===== src/hdl/io_period_pkg.sv =====
package io_period_pkg;
  // Clock period in picoseconds (250 MHz)
  localparam int CLK_PERIOD_PS = 4000;
  localparam int PERIOD_FIXED_NS = 325;
  localparam int PERIOD_LONG_NS = 280;
  localparam int PERIOD_SHORT_NS = 175;
  // Period lengths in CLK cycles (one late-phase enable per period)
  localparam int PHASE_CYC_FIXED = (PERIOD_FIXED_NS * 1000) / CLK_PERIOD_PS;
  localparam int PHASE_CYC_LONG = (PERIOD_LONG_NS * 1000) / CLK_PERIOD_PS;
  localparam int PHASE_CYC_SHORT = (PERIOD_SHORT_NS * 1000) / CLK_PERIOD_PS;
  localparam int PHASE_W = 8;
  localparam logic [2:0] CNT_IDLE = 3'h0;
  localparam logic [2:0] CNT_FIRST = 3'h1;
  localparam logic [2:0] CNT_SECOND = 3'h3;
  localparam logic [2:0] CNT_THIRD = 3'h7;
  localparam logic [2:0] CNT_FOURTH = 3'h6;
  localparam logic [2:0] CNT_LAST = 3'h4;
  localparam logic [PHASE_W-1:0] PHASE_RESET = 8'h00;

  typedef enum logic [1:0] {
    FAMILY_FIXED = 2'h0,
    FAMILY_VARIABLE = 2'h1
  } family_t;
endpackage : io_period_pkg


===== src/hdl/late_phase_if.sv =====
interface late_phase_if;
  logic tick;
  logic long_cycle;
  modport gen (output tick, input long_cycle);
  modport use_side (input tick, output long_cycle);
endinterface : late_phase_if


===== src/hdl/io_cycle_period_generator.sv =====
// Behaviour
// RL1 - Counter steps only on unfrozen late phase
// RL2 - Three flip-flops decode into five periods
// RL3 - Fixed family: every period 325 ns (code: 81 CLK cycles, 324 ns)
// RL4 - Variable family: middle 280, ends 175/280 (code: short ends 43 CLK cycles, 172 ns)
// RL5 - Cycle starts first period, ends last
// RL6 - Only acknowledge during the last period
// RL7 - First period's fall ends instruction freeze
// RL8 - Last period's fall ends acknowledge freeze
// RL9 - Variable family middle periods always long
// RL10 - Idle after last; restart on request
module io_cycle_period_generator
  import io_period_pkg::*;
(
  input wire logic CLK,
  input wire logic RESET_N,
  input wire logic VARIABLE_FAMILY,
  input wire logic END_PERIODS_LONG,
  input wire logic IO_INSTR_REQUEST,
  input wire logic INTR_ACK_REQUEST,
  input wire logic IO_CMD_REQUEST,
  output logic IO_PERIOD_FIRST,
  output logic IO_PERIOD_SECOND,
  output logic IO_PERIOD_THIRD,
  output logic IO_PERIOD_FOURTH,
  output logic IO_PERIOD_LAST,
  output logic IO_INSTRUCTION_CYCLE,
  output logic IO_INSTR_FREEZE_REQUEST,
  output logic INTR_ACKNOWLEDGE,
  output logic IO_COMMAND,
  output logic FREEZE
);
  late_phase_if ph ();
  logic io_count_bit_a;
  logic io_count_bit_b;
  logic io_count_bit_c;
  logic [2:0] cnt_q;
  logic [2:0] cnt_d;
  logic instr_pend_q;
  logic ack_pend_q;
  logic fam_q;
  logic fam_s_q;
  logic endlong_s_q;
  logic endlong_q;
  logic [2:0] req_s_q;
  logic [2:0] req_q;
  logic late_phase_unfrozen;

  // Straps and requests may come from other logic; synchronise anyway
  always_ff @(posedge CLK)
  begin
    if (!RESET_N)
    begin
      fam_s_q <= 1'b0;
      fam_q <= 1'b0;
      endlong_s_q <= 1'b0;
      endlong_q <= 1'b0;
      req_s_q <= 3'h0;
      req_q <= 3'h0;
    end
    else
    begin
      fam_s_q <= VARIABLE_FAMILY;
      fam_q <= fam_s_q;
      endlong_s_q <= END_PERIODS_LONG;
      endlong_q <= endlong_s_q;
      req_s_q <= {IO_CMD_REQUEST, INTR_ACK_REQUEST, IO_INSTR_REQUEST};
      req_q <= req_s_q;
    end
  end

  // Middle periods forced long; ends follow the strap
  assign ph.long_cycle = (cnt_q == CNT_SECOND) || (cnt_q == CNT_THIRD) // [RL4] [RL9]
                        || (cnt_q == CNT_FOURTH) || endlong_q; // [RL3] [RL4]

  late_phase_gen u_phase (
    .clk(CLK),
    .reset_n(RESET_N),
    .variable_family(fam_q),
    .ph(ph)
  );

  assign late_phase_unfrozen = ph.tick;
  assign io_count_bit_a = cnt_q[0];
  assign io_count_bit_b = cnt_q[1];
  assign io_count_bit_c = cnt_q[2];

  // Pending requests latch; set wins over the clear at cycle start
  always_ff @(posedge CLK)
  begin
    if (!RESET_N)
    begin
      instr_pend_q <= 1'b0;
      ack_pend_q <= 1'b0;
    end
    else
    begin
      instr_pend_q <= req_q[0] | (instr_pend_q & ~(late_phase_unfrozen && cnt_q == CNT_IDLE));
      ack_pend_q <= req_q[1] | (ack_pend_q & ~(late_phase_unfrozen && cnt_q == CNT_IDLE));
    end
  end

  // Johnson-style sequence: one bit changes per step
  always_comb
  begin
    case (cnt_q)
      CNT_IDLE: cnt_d = (instr_pend_q || ack_pend_q) ? CNT_FIRST : CNT_IDLE; // [RL10] [RL5]
      CNT_FIRST: cnt_d = CNT_SECOND; // [RL2]
      CNT_SECOND: cnt_d = CNT_THIRD;
      CNT_THIRD: cnt_d = CNT_FOURTH;
      CNT_FOURTH: cnt_d = CNT_LAST;
      CNT_LAST: cnt_d = CNT_IDLE; // [RL5] [RL10]
      default: cnt_d = CNT_IDLE;
    endcase
  end

  always_ff @(posedge CLK)
  begin
    if (!RESET_N)
      cnt_q <= CNT_IDLE;
    else if (late_phase_unfrozen) // [RL1]
      cnt_q <= cnt_d;
  end

  logic kind_instr_q;
  logic kind_ack_q;
  always_ff @(posedge CLK)
  begin
    if (!RESET_N)
    begin
      kind_instr_q <= 1'b0;
      kind_ack_q <= 1'b0;
    end
    else if (late_phase_unfrozen && cnt_q == CNT_IDLE && cnt_d == CNT_FIRST)
    begin
      kind_instr_q <= instr_pend_q;
      kind_ack_q <= ack_pend_q;
    end
  end

  // Period decode from the three count bits
  always_ff @(posedge CLK)
  begin
    if (!RESET_N)
    begin
      IO_PERIOD_FIRST <= 1'b0;
      IO_PERIOD_SECOND <= 1'b0;
      IO_PERIOD_THIRD <= 1'b0;
      IO_PERIOD_FOURTH <= 1'b0;
      IO_PERIOD_LAST <= 1'b0;
      IO_INSTRUCTION_CYCLE <= 1'b0;
      IO_COMMAND <= 1'b0;
      INTR_ACKNOWLEDGE <= 1'b0;
    end
    else
    begin
      IO_PERIOD_FIRST <= !io_count_bit_c && !io_count_bit_b && io_count_bit_a; // [RL2]
      IO_PERIOD_SECOND <= !io_count_bit_c && io_count_bit_b; // [RL2]
      IO_PERIOD_THIRD <= io_count_bit_c && io_count_bit_a; // [RL2]
      IO_PERIOD_FOURTH <= io_count_bit_c && io_count_bit_b && !io_count_bit_a; // [RL2]
      IO_PERIOD_LAST <= io_count_bit_c && !io_count_bit_b; // [RL2]
      IO_INSTRUCTION_CYCLE <= kind_instr_q && (cnt_q != CNT_IDLE);
      // General commands suppressed in the last period
      IO_COMMAND <= req_q[2] && kind_instr_q && (cnt_q != CNT_IDLE)
                    && (cnt_q != CNT_LAST); // [RL6]
      INTR_ACKNOWLEDGE <= kind_ack_q && (cnt_q != CNT_IDLE); // [RL8]
    end
  end

  // Freezes: instruction freeze ends as the first period falls,
  // acknowledge freeze as the last period falls
  always_ff @(posedge CLK)
  begin
    if (!RESET_N)
      IO_INSTR_FREEZE_REQUEST <= 1'b0;
    else
      IO_INSTR_FREEZE_REQUEST <= instr_pend_q
        || (kind_instr_q && (cnt_q == CNT_FIRST)); // [RL7]
  end

  always_ff @(posedge CLK)
  begin
    if (!RESET_N)
      FREEZE <= 1'b0;
    else
      FREEZE <= instr_pend_q || ack_pend_q || (kind_instr_q && cnt_q == CNT_FIRST) // [RL7]
        || (kind_ack_q && cnt_q != CNT_IDLE); // [RL8]
  end

  // Cycles since the last step; measures periods independently of the divider
  logic [PHASE_W-1:0] per_len_q;
  always_ff @(posedge CLK)
  begin
    if (!RESET_N)
      per_len_q <= PHASE_RESET;
    else if (late_phase_unfrozen)
      per_len_q <= PHASE_RESET;
    else
      per_len_q <= per_len_q + PHASE_W'(1);
  end
endmodule // io_cycle_period_generator


===== src/hdl/late_phase_gen.sv =====
// Free-running late-phase enable; never gated by processor freezes.
module late_phase_gen
  import io_period_pkg::*;
(
  input wire logic clk,
  input wire logic reset_n,
  input wire logic variable_family,
  late_phase_if.gen ph
);
  logic [PHASE_W-1:0] cnt_q;
  logic [PHASE_W-1:0] limit;

  always_comb
  begin
    if (!variable_family)
      limit = PHASE_W'(PHASE_CYC_FIXED - 1); // [RL3]
    else if (ph.long_cycle)
      limit = PHASE_W'(PHASE_CYC_LONG - 1); // [RL4]
    else
      limit = PHASE_W'(PHASE_CYC_SHORT - 1); // [RL4]
  end

  always_ff @(posedge clk)
  begin
    if (!reset_n)
      cnt_q <= PHASE_RESET;
    else if (cnt_q >= limit)
      cnt_q <= PHASE_RESET;
    else
      cnt_q <= cnt_q + PHASE_W'(1);
  end

  always_ff @(posedge clk)
  begin
    if (!reset_n)
      ph.tick <= 1'b0;
    else
      ph.tick <= (cnt_q >= limit);
  end
endmodule // late_phase_gen


===== config.mk =====
export PLATFORM = sky130hd
export DESIGN_NAME = io_cycle_period_generator
export DESIGN_NICKNAME = d
export VERILOG_FILES = /design/src/hdl/io_period_pkg.sv /design/src/hdl/late_phase_if.sv /design/src/hdl/io_cycle_period_generator.sv /design/src/hdl/late_phase_gen.sv
export SDC_FILE = /design/constraint.sdc
export NUM_CORES = 1
export LEC_CHECK = 0
export ABC_AREA = 1
export BUFFER_PORTS_ARGS = -buffer_cell sky130_fd_sc_hd__buf_2
export CAP_MARGIN = 5
export CORE_MARGIN = 10
export CORE_UTILIZATION = 45
export CTS_BUF_LIST = sky130_fd_sc_hd__clkbuf_4 sky130_fd_sc_hd__clkbuf_8
export CTS_CLUSTER_SIZE = 8
export DETAILED_ROUTE_END_ITERATION = 10
export HOLD_SLACK_MARGIN = 0.03
export PLACE_DENSITY_LB_ADDON = 0.2
export SYNTH_ARGS = -nofsm -noshare
export SYNTH_HDL_FRONTEND = slang
export SYNTH_HIERARCHICAL = 1
export SYNTH_SLANG_ARGS = --single-unit

===== constraint.sdc =====
create_clock -name CLK -period 1.6 [get_ports CLK]
set_input_delay 0.16 -clock CLK [delete_from_list [all_inputs] [get_ports CLK]]
set_output_delay 0.16 -clock CLK [all_outputs]
set_load 0.1 [all_outputs]

==> Word level (Yosys, flattened, before mapping) <==
Cells that the tools add are included.
{ "classes": {"add_sub_neg": 1, "order_cmp": 1, "n_eq_ne": 6, "muxes": 4, "bitwise": 6, "reduce_logical": 28} }
{ "ops": {"columns": ["cell", "n"], "rows": [
  ["$logic_and 1x1->1", 15],
  ["$pmux 3 s5", 1],
  ["$add 8x1->8 const B", 1],
  ["$ge 8x8->1", 1],
  ["$mux 8", 1],
  ["$logic_or 1x1->1", 7],
  ["$mux 7", 1],
  ["$eq 3x1->1 const B", 2],
  ["$eq 3x3->1 const B", 2],
  ["$eq 3x2->1 const B", 1],
  ["$logic_not 1->1", 3],
  ["$logic_not 3->1", 1],
  ["$ne 3x3->1 const B", 1],
  ["$reduce_bool 3->1", 1],
  ["$and 1x1->1", 2],
  ["$not 1->1", 2],
  ["$or 1x1->1", 2],
  ["$reduce_or 2->1", 1],
  ["$mux 1", 1]
]} }
{ "word_totals": {"ff_bits": 36, "input_bits": 7, "output_inout_bits": 10, "wordCells": 69} }

==> Depth between registers and ports, before layout <==
{ "logic_depth": {"ltp_word": 8, "mapped_depth": 13, "mapped_depth_nobuf": 12} }

==> Modules after synthesis <==
The synthesis kept the hierarchy.
{ "modules_own_cells": {"columns": ["module", "n_inst", "cells_per_inst", "area_each_um2", "seq_area_each_um2"], "rows": [
  ["io_cycle_period_generator", 1, 103, 880.8, 540.5],
  ["late_phase_gen", 1, 62, 499.2, 180.2]
]} }

==> Worst setup path after synthesis <==
No wires, ideal clock.
{ "synth_timing": {"path_kind": "flip-flop to flip-flop", "startpoint": "reg, netlist name cnt_q[0]", "endpoint": "reg u_phase.cnt_q[0]", "setup_time_ps": 67, "arrival_ps": 1716, "required_ps": 1533, "setup_slack_ps": -183, "stages_incl_launch_ff": 14, "synth_period_minus_slack_ps": 1783, "path_cell_list": "dfxtp_1 buf_6 nor2_2 o21bai_1 nor2_1 inv_1 ha_1 o21ai_0 nand2_1 nand3_1 nand2_1 nand2_1 nand3_2 nor2_1"} }
{ "synth_lines": {"columns": ["item", "line_no", "text"], "rows": [
  ["to (signal assigned)", "late_phase_gen.sv:30", "cnt_q <= cnt_q + PHASE_W'(1);"],
  ["to (decl)", "late_phase_gen.sv:10", "logic [PHASE_W-1:0] cnt_q;"]
]} }

==> parameters.txt <==
Parameter                              Value

Status
  Result of the run ... finished, violations left
  Violations in the final reports ... negative setup slack

Hold path
  Startpoint of the worst hold path ... RESET_N
  Hold WC Path Type ... in2reg
  Hold Path Stages ... 3
  Hold endpoint ... req_s_q[1]

Die
  Die span in y ... 75.4 microns
  Starting utilization of the core area ... 46.0%
  Die span in x ... 75.4 microns
  Overall die area ... 5680 sq um
  Area of the core region ... 3000 sq um
  Num rows ... 20
  Number of primary I/O pins ... 17

Global route
  Pin count of the biggest net entering global routing ... 20
  Vias in the first global route ... 1074
  Wire length of the first global-routing pass ... 4570 microns
  Global-route usage over all layers ... 10.6%
  Residual overflow from global routing ... 0
  Antenna violations before repair ... 0

Yosys
  Post-synthesis share of cell area spent on full adders, half adders and majority gates ... 5.44%
  Share of synthesized cell area in and, or, nand and nor gates ... 22.0%
  Cells after Synth ... 165
  Post-synth top area share ... 52.2%
  Count of yosys warnings during synthesis ... 6
  Number of synthesized register bits ... 36
  Multiplexer area fraction after synthesis ... 0%
  Largest cells by area after synthesis ... dfxtp_1, nand2_1, inv_1
  Combinational family with the most area after synthesis ... simple AND/OR/NAND/NOR gates
  Post-synth ARST share ... 0%
  Post-synthesis compound-gate area fraction ... 6.53%
  Most area-hungry cell type in the Yosys netlist ... dfxtp_1
  Share of the yosys chip area belonging to registers ... 52.2%
  Mean post-synth cell area ... 8.36 sq um
  Xor/xnor share of the synthesized area ... 3.81%
  Post-Synthesis Cell Area ... 1380 sq um
  Unique masters post-synth ... 23
  Number of enable-type register cells in the synthesized netlist ... 0
  Most frequently used flop master after synthesis ... dfxtp_1
  Syn_nets ... 178

Placement
  Setup slack at placement ... -277 ps
  GPL Wtd Cong ... 0.752
  Half-perimeter wire length after placement ... 1900 microns
  Buffers added on ports ... 16

Timing
  Setup repair after global routing missed its margin ... true
  Largest clock skew in the final design ... 12.8 ps
  Worst hold slack after final layout ... 204 ps
  Setup violation total in the final timing report ... 9
  Slew at the pin closest to its max-slew limit ... 493 ps
  Clock period minus worst slack ... 1770 ps
  Headroom to the max-slew limit ... 67.3%
  Maximum frequency from static timing analysis ... 0.565 GHz
  Final number of max-transition violations ... 0
  Final setup margin ... -170 ps
  Summed negative setup slack over all endpoints ... -1340 ps
  Number of endpoints with negative hold slack in the final report ... 0
  Final Cycle Share ... 111%

Final layout
  Final Util ... 58.3%
  Area added between synthesis and finish ... 26.8%
  Share of post-route cells with drive strength above 1 ... 29.0%
  Number of antenna diodes ... 0
  Count of nets after finishing ... 212

Power and ir drop
  Internal ... 1.14 mW
  IR Drop Worst-Case VDD ... 522 uV
  Sequential fraction of design power ... 60.5%
  Proportion of power drawn by combinational gates ... 8.1%
  Sw frac ... 26.0%
  Static power due to leakage ... 0.812 nW
  Power density normalized to cell area ... 883 nW/um^2
  Net switching component of the power ... 402 uW
  Clock Power Share ... 31.4%

Clock tree
  TritonCTS clock tree ... yes
  Maximum root-to-sink buffer count ... 2
  Deepest level of the CTS H-tree ... 2
  Worst-path clk slew ... 120 ps
  Root buffer selected by CTS ... clkbuf_4
  Clock buffer count from CTS ... 5
  Clock latency at the later pin of the worst-skew pair ... 350 ps
  Number of clock sinks ... 36

Worst setup path
  RR Startpoint ... cnt_q[0]
  Worst r2r path cells ... 10
  Biggest fanout along the worst timing path ... 8
  Destination of the worst register-to-register timing path ... u_phase/cnt_q[6]
  Launching element type of the critical path ... flop
  Reg2reg setup slack ... -170 ps
  Worst Path Class, Setup ... reg2reg
  WP data arrival ... 2050 ps
  Crit end category ... flop
  CP Data Required Time ... 1880 ps

Route
  Vias per inst ... 4.57
  Average routed wire per standard cell ... 11.2 microns
  Top routing layer used ... met4
  Wire length on met1 ... 1210 microns
  Antenna Violating Nets Remaining ... 0
  Starting DRT DRC Count ... 61
  Number of vias in the routed layout ... 1064
  Number of remaining DRC errors ... 0
  TritonRoute pass-1 iters ... 4
  Final WL ... 2620 microns
  Met2 Wirelength ... 1200 microns
  Amount of wire on met3 after detailed routing ... 191 microns

Job
  Max-Cap Viols ... 0
cell usage after synthesis, drive strengths merged, types with 2 or more instances:
master	n
dfxtp	36
inv	31
nand2	31
nor2	21
nand3	9
a21oi	6
ha	6
o21ai	6
nor3	4
buf	3
xnor2	3
xor2	3
o21bai	2
power groups by stage:
stage,Combinational (mW),Clock (mW),Sequential (mW)
finish,0.125,0.486,0.935
CTS,0.119,0.511,0.935
floorplan,0.0580,0,0.968
global placement,0.0962,0,0.954
detailed placement,0.101,0,0.954
global route,0.141,0.546,0.938
final cells by class:
type,instances,area (sq um)
clock inverter,3,23.8
fill,271,1250
clock buffer,5,37.5
sequential,36,724
multi-input combinational,95,607
timing repair buffer,30,198
inverter,31,119
tap,33,41.3
cell usage in the layout (no fill, tap or decap), types with 2 or more instances in the layout:
| cell | synthesis | routed |
|---|---|---|
| nor2_2 | 4 | 5 |
| nor2_4 | 0 | 2 |
| buf_4 | 0 | 9 |
| inv_1 | 29 | 27 |
| a21oi_1 | 6 | 5 |
| inv_2 | 2 | 3 |
| dfxtp_1 | 36 | 33 |
| nor3_1 | 3 | 2 |
| nand2_1 | 31 | 30 |
| o21ai_1 | 3 | 4 |
| clkbuf_4 | 0 | 5 |
| ha_4 | 0 | 3 |
| buf_2 | 2 | 16 |
| nor3_2 | 1 | 2 |
| clkinvlp_4 | 0 | 2 |
| dfxtp_2 | 0 | 3 |
| nor2_1 | 17 | 14 |
| nand3_1 | 7 | 7 |
| xnor2_1 | 3 | 3 |
| dlygate4sd3_1 | 0 | 5 |
| o21ai_0 | 3 | 2 |
| xor2_1 | 3 | 3 |
| ha_1 | 6 | 3 |
layer usage:
layer	vias to the layer above	GRT usage [%]
met3	2	4.69
met4	0	4.33
met5	-	0
met2	24	16.8
li1	576	-
met1	462	12.1
worst max-delay path by stage:
stage,from,endpoint,slack [ps],depth (start not counted)
finish,cnt_q[0],u_phase/cnt_q[6],-170,10
global route,cnt_q[0],u_phase/cnt_q[2],-250,10
CTS,cnt_q[2],u_phase/cnt_q[3],-220,10
detailed placement,cnt_q[2],u_phase/cnt_q[3],-280,10
global placement,cnt_q[2],u_phase/cnt_q[7],-160,10
floorplan,cnt_q[0],u_phase/cnt_q[0],-150,11
logic make-up (layout without fill, tap and decap cells):
group / Yosys count / count (layout)
adders and majority gates: 6 / 6
buffers and inverters: 34 / 69
DFF: 36 / 36
AOI/OAI and AO/OA: 16 / 16
xor gates and xnor gates: 6 / 6
and+or+nand+nor: 67 / 67
sequential cells by signal (all words and copies together), names as in the netlist, 3 cells and up:
signal / cells
u_phase/cnt_q: 8
cnt_q: 3
req_s_q: 3
req_q: 3
critical path, cell delays in order (launching register included):
cell and delay [ps]:
dfxtp_2 360, nor2_4 130, o21bai_4 80, nor2_4 120, inv_4 60, ha_4 220, a21oi_2 120, nor2_1 50
nor3_2 260, nand3_4 170, nor2_1 130
through the flow:
stage	power (mW)	instance area, sq um	std cells
after floorplan	1.03	1390	165
after global placement	1.05	1550	219
after detailed placement	1.06	1550	219
after CTS	1.57	1730	233
after global routing	1.62	1750	233
final	1.55	1750	233
what timing repair did:
item | 4_1_cts | 5_1_grt
hold buffers | 5 | 0
resized for setup | 13 | 6
setup endpoints to repair | 9 | 9
hold endpoints to repair | 5 | 0
pin swaps | 8 | 9
setup buffers | 1 | 0
No activity file was read; power rests on OpenSTA's default activity.
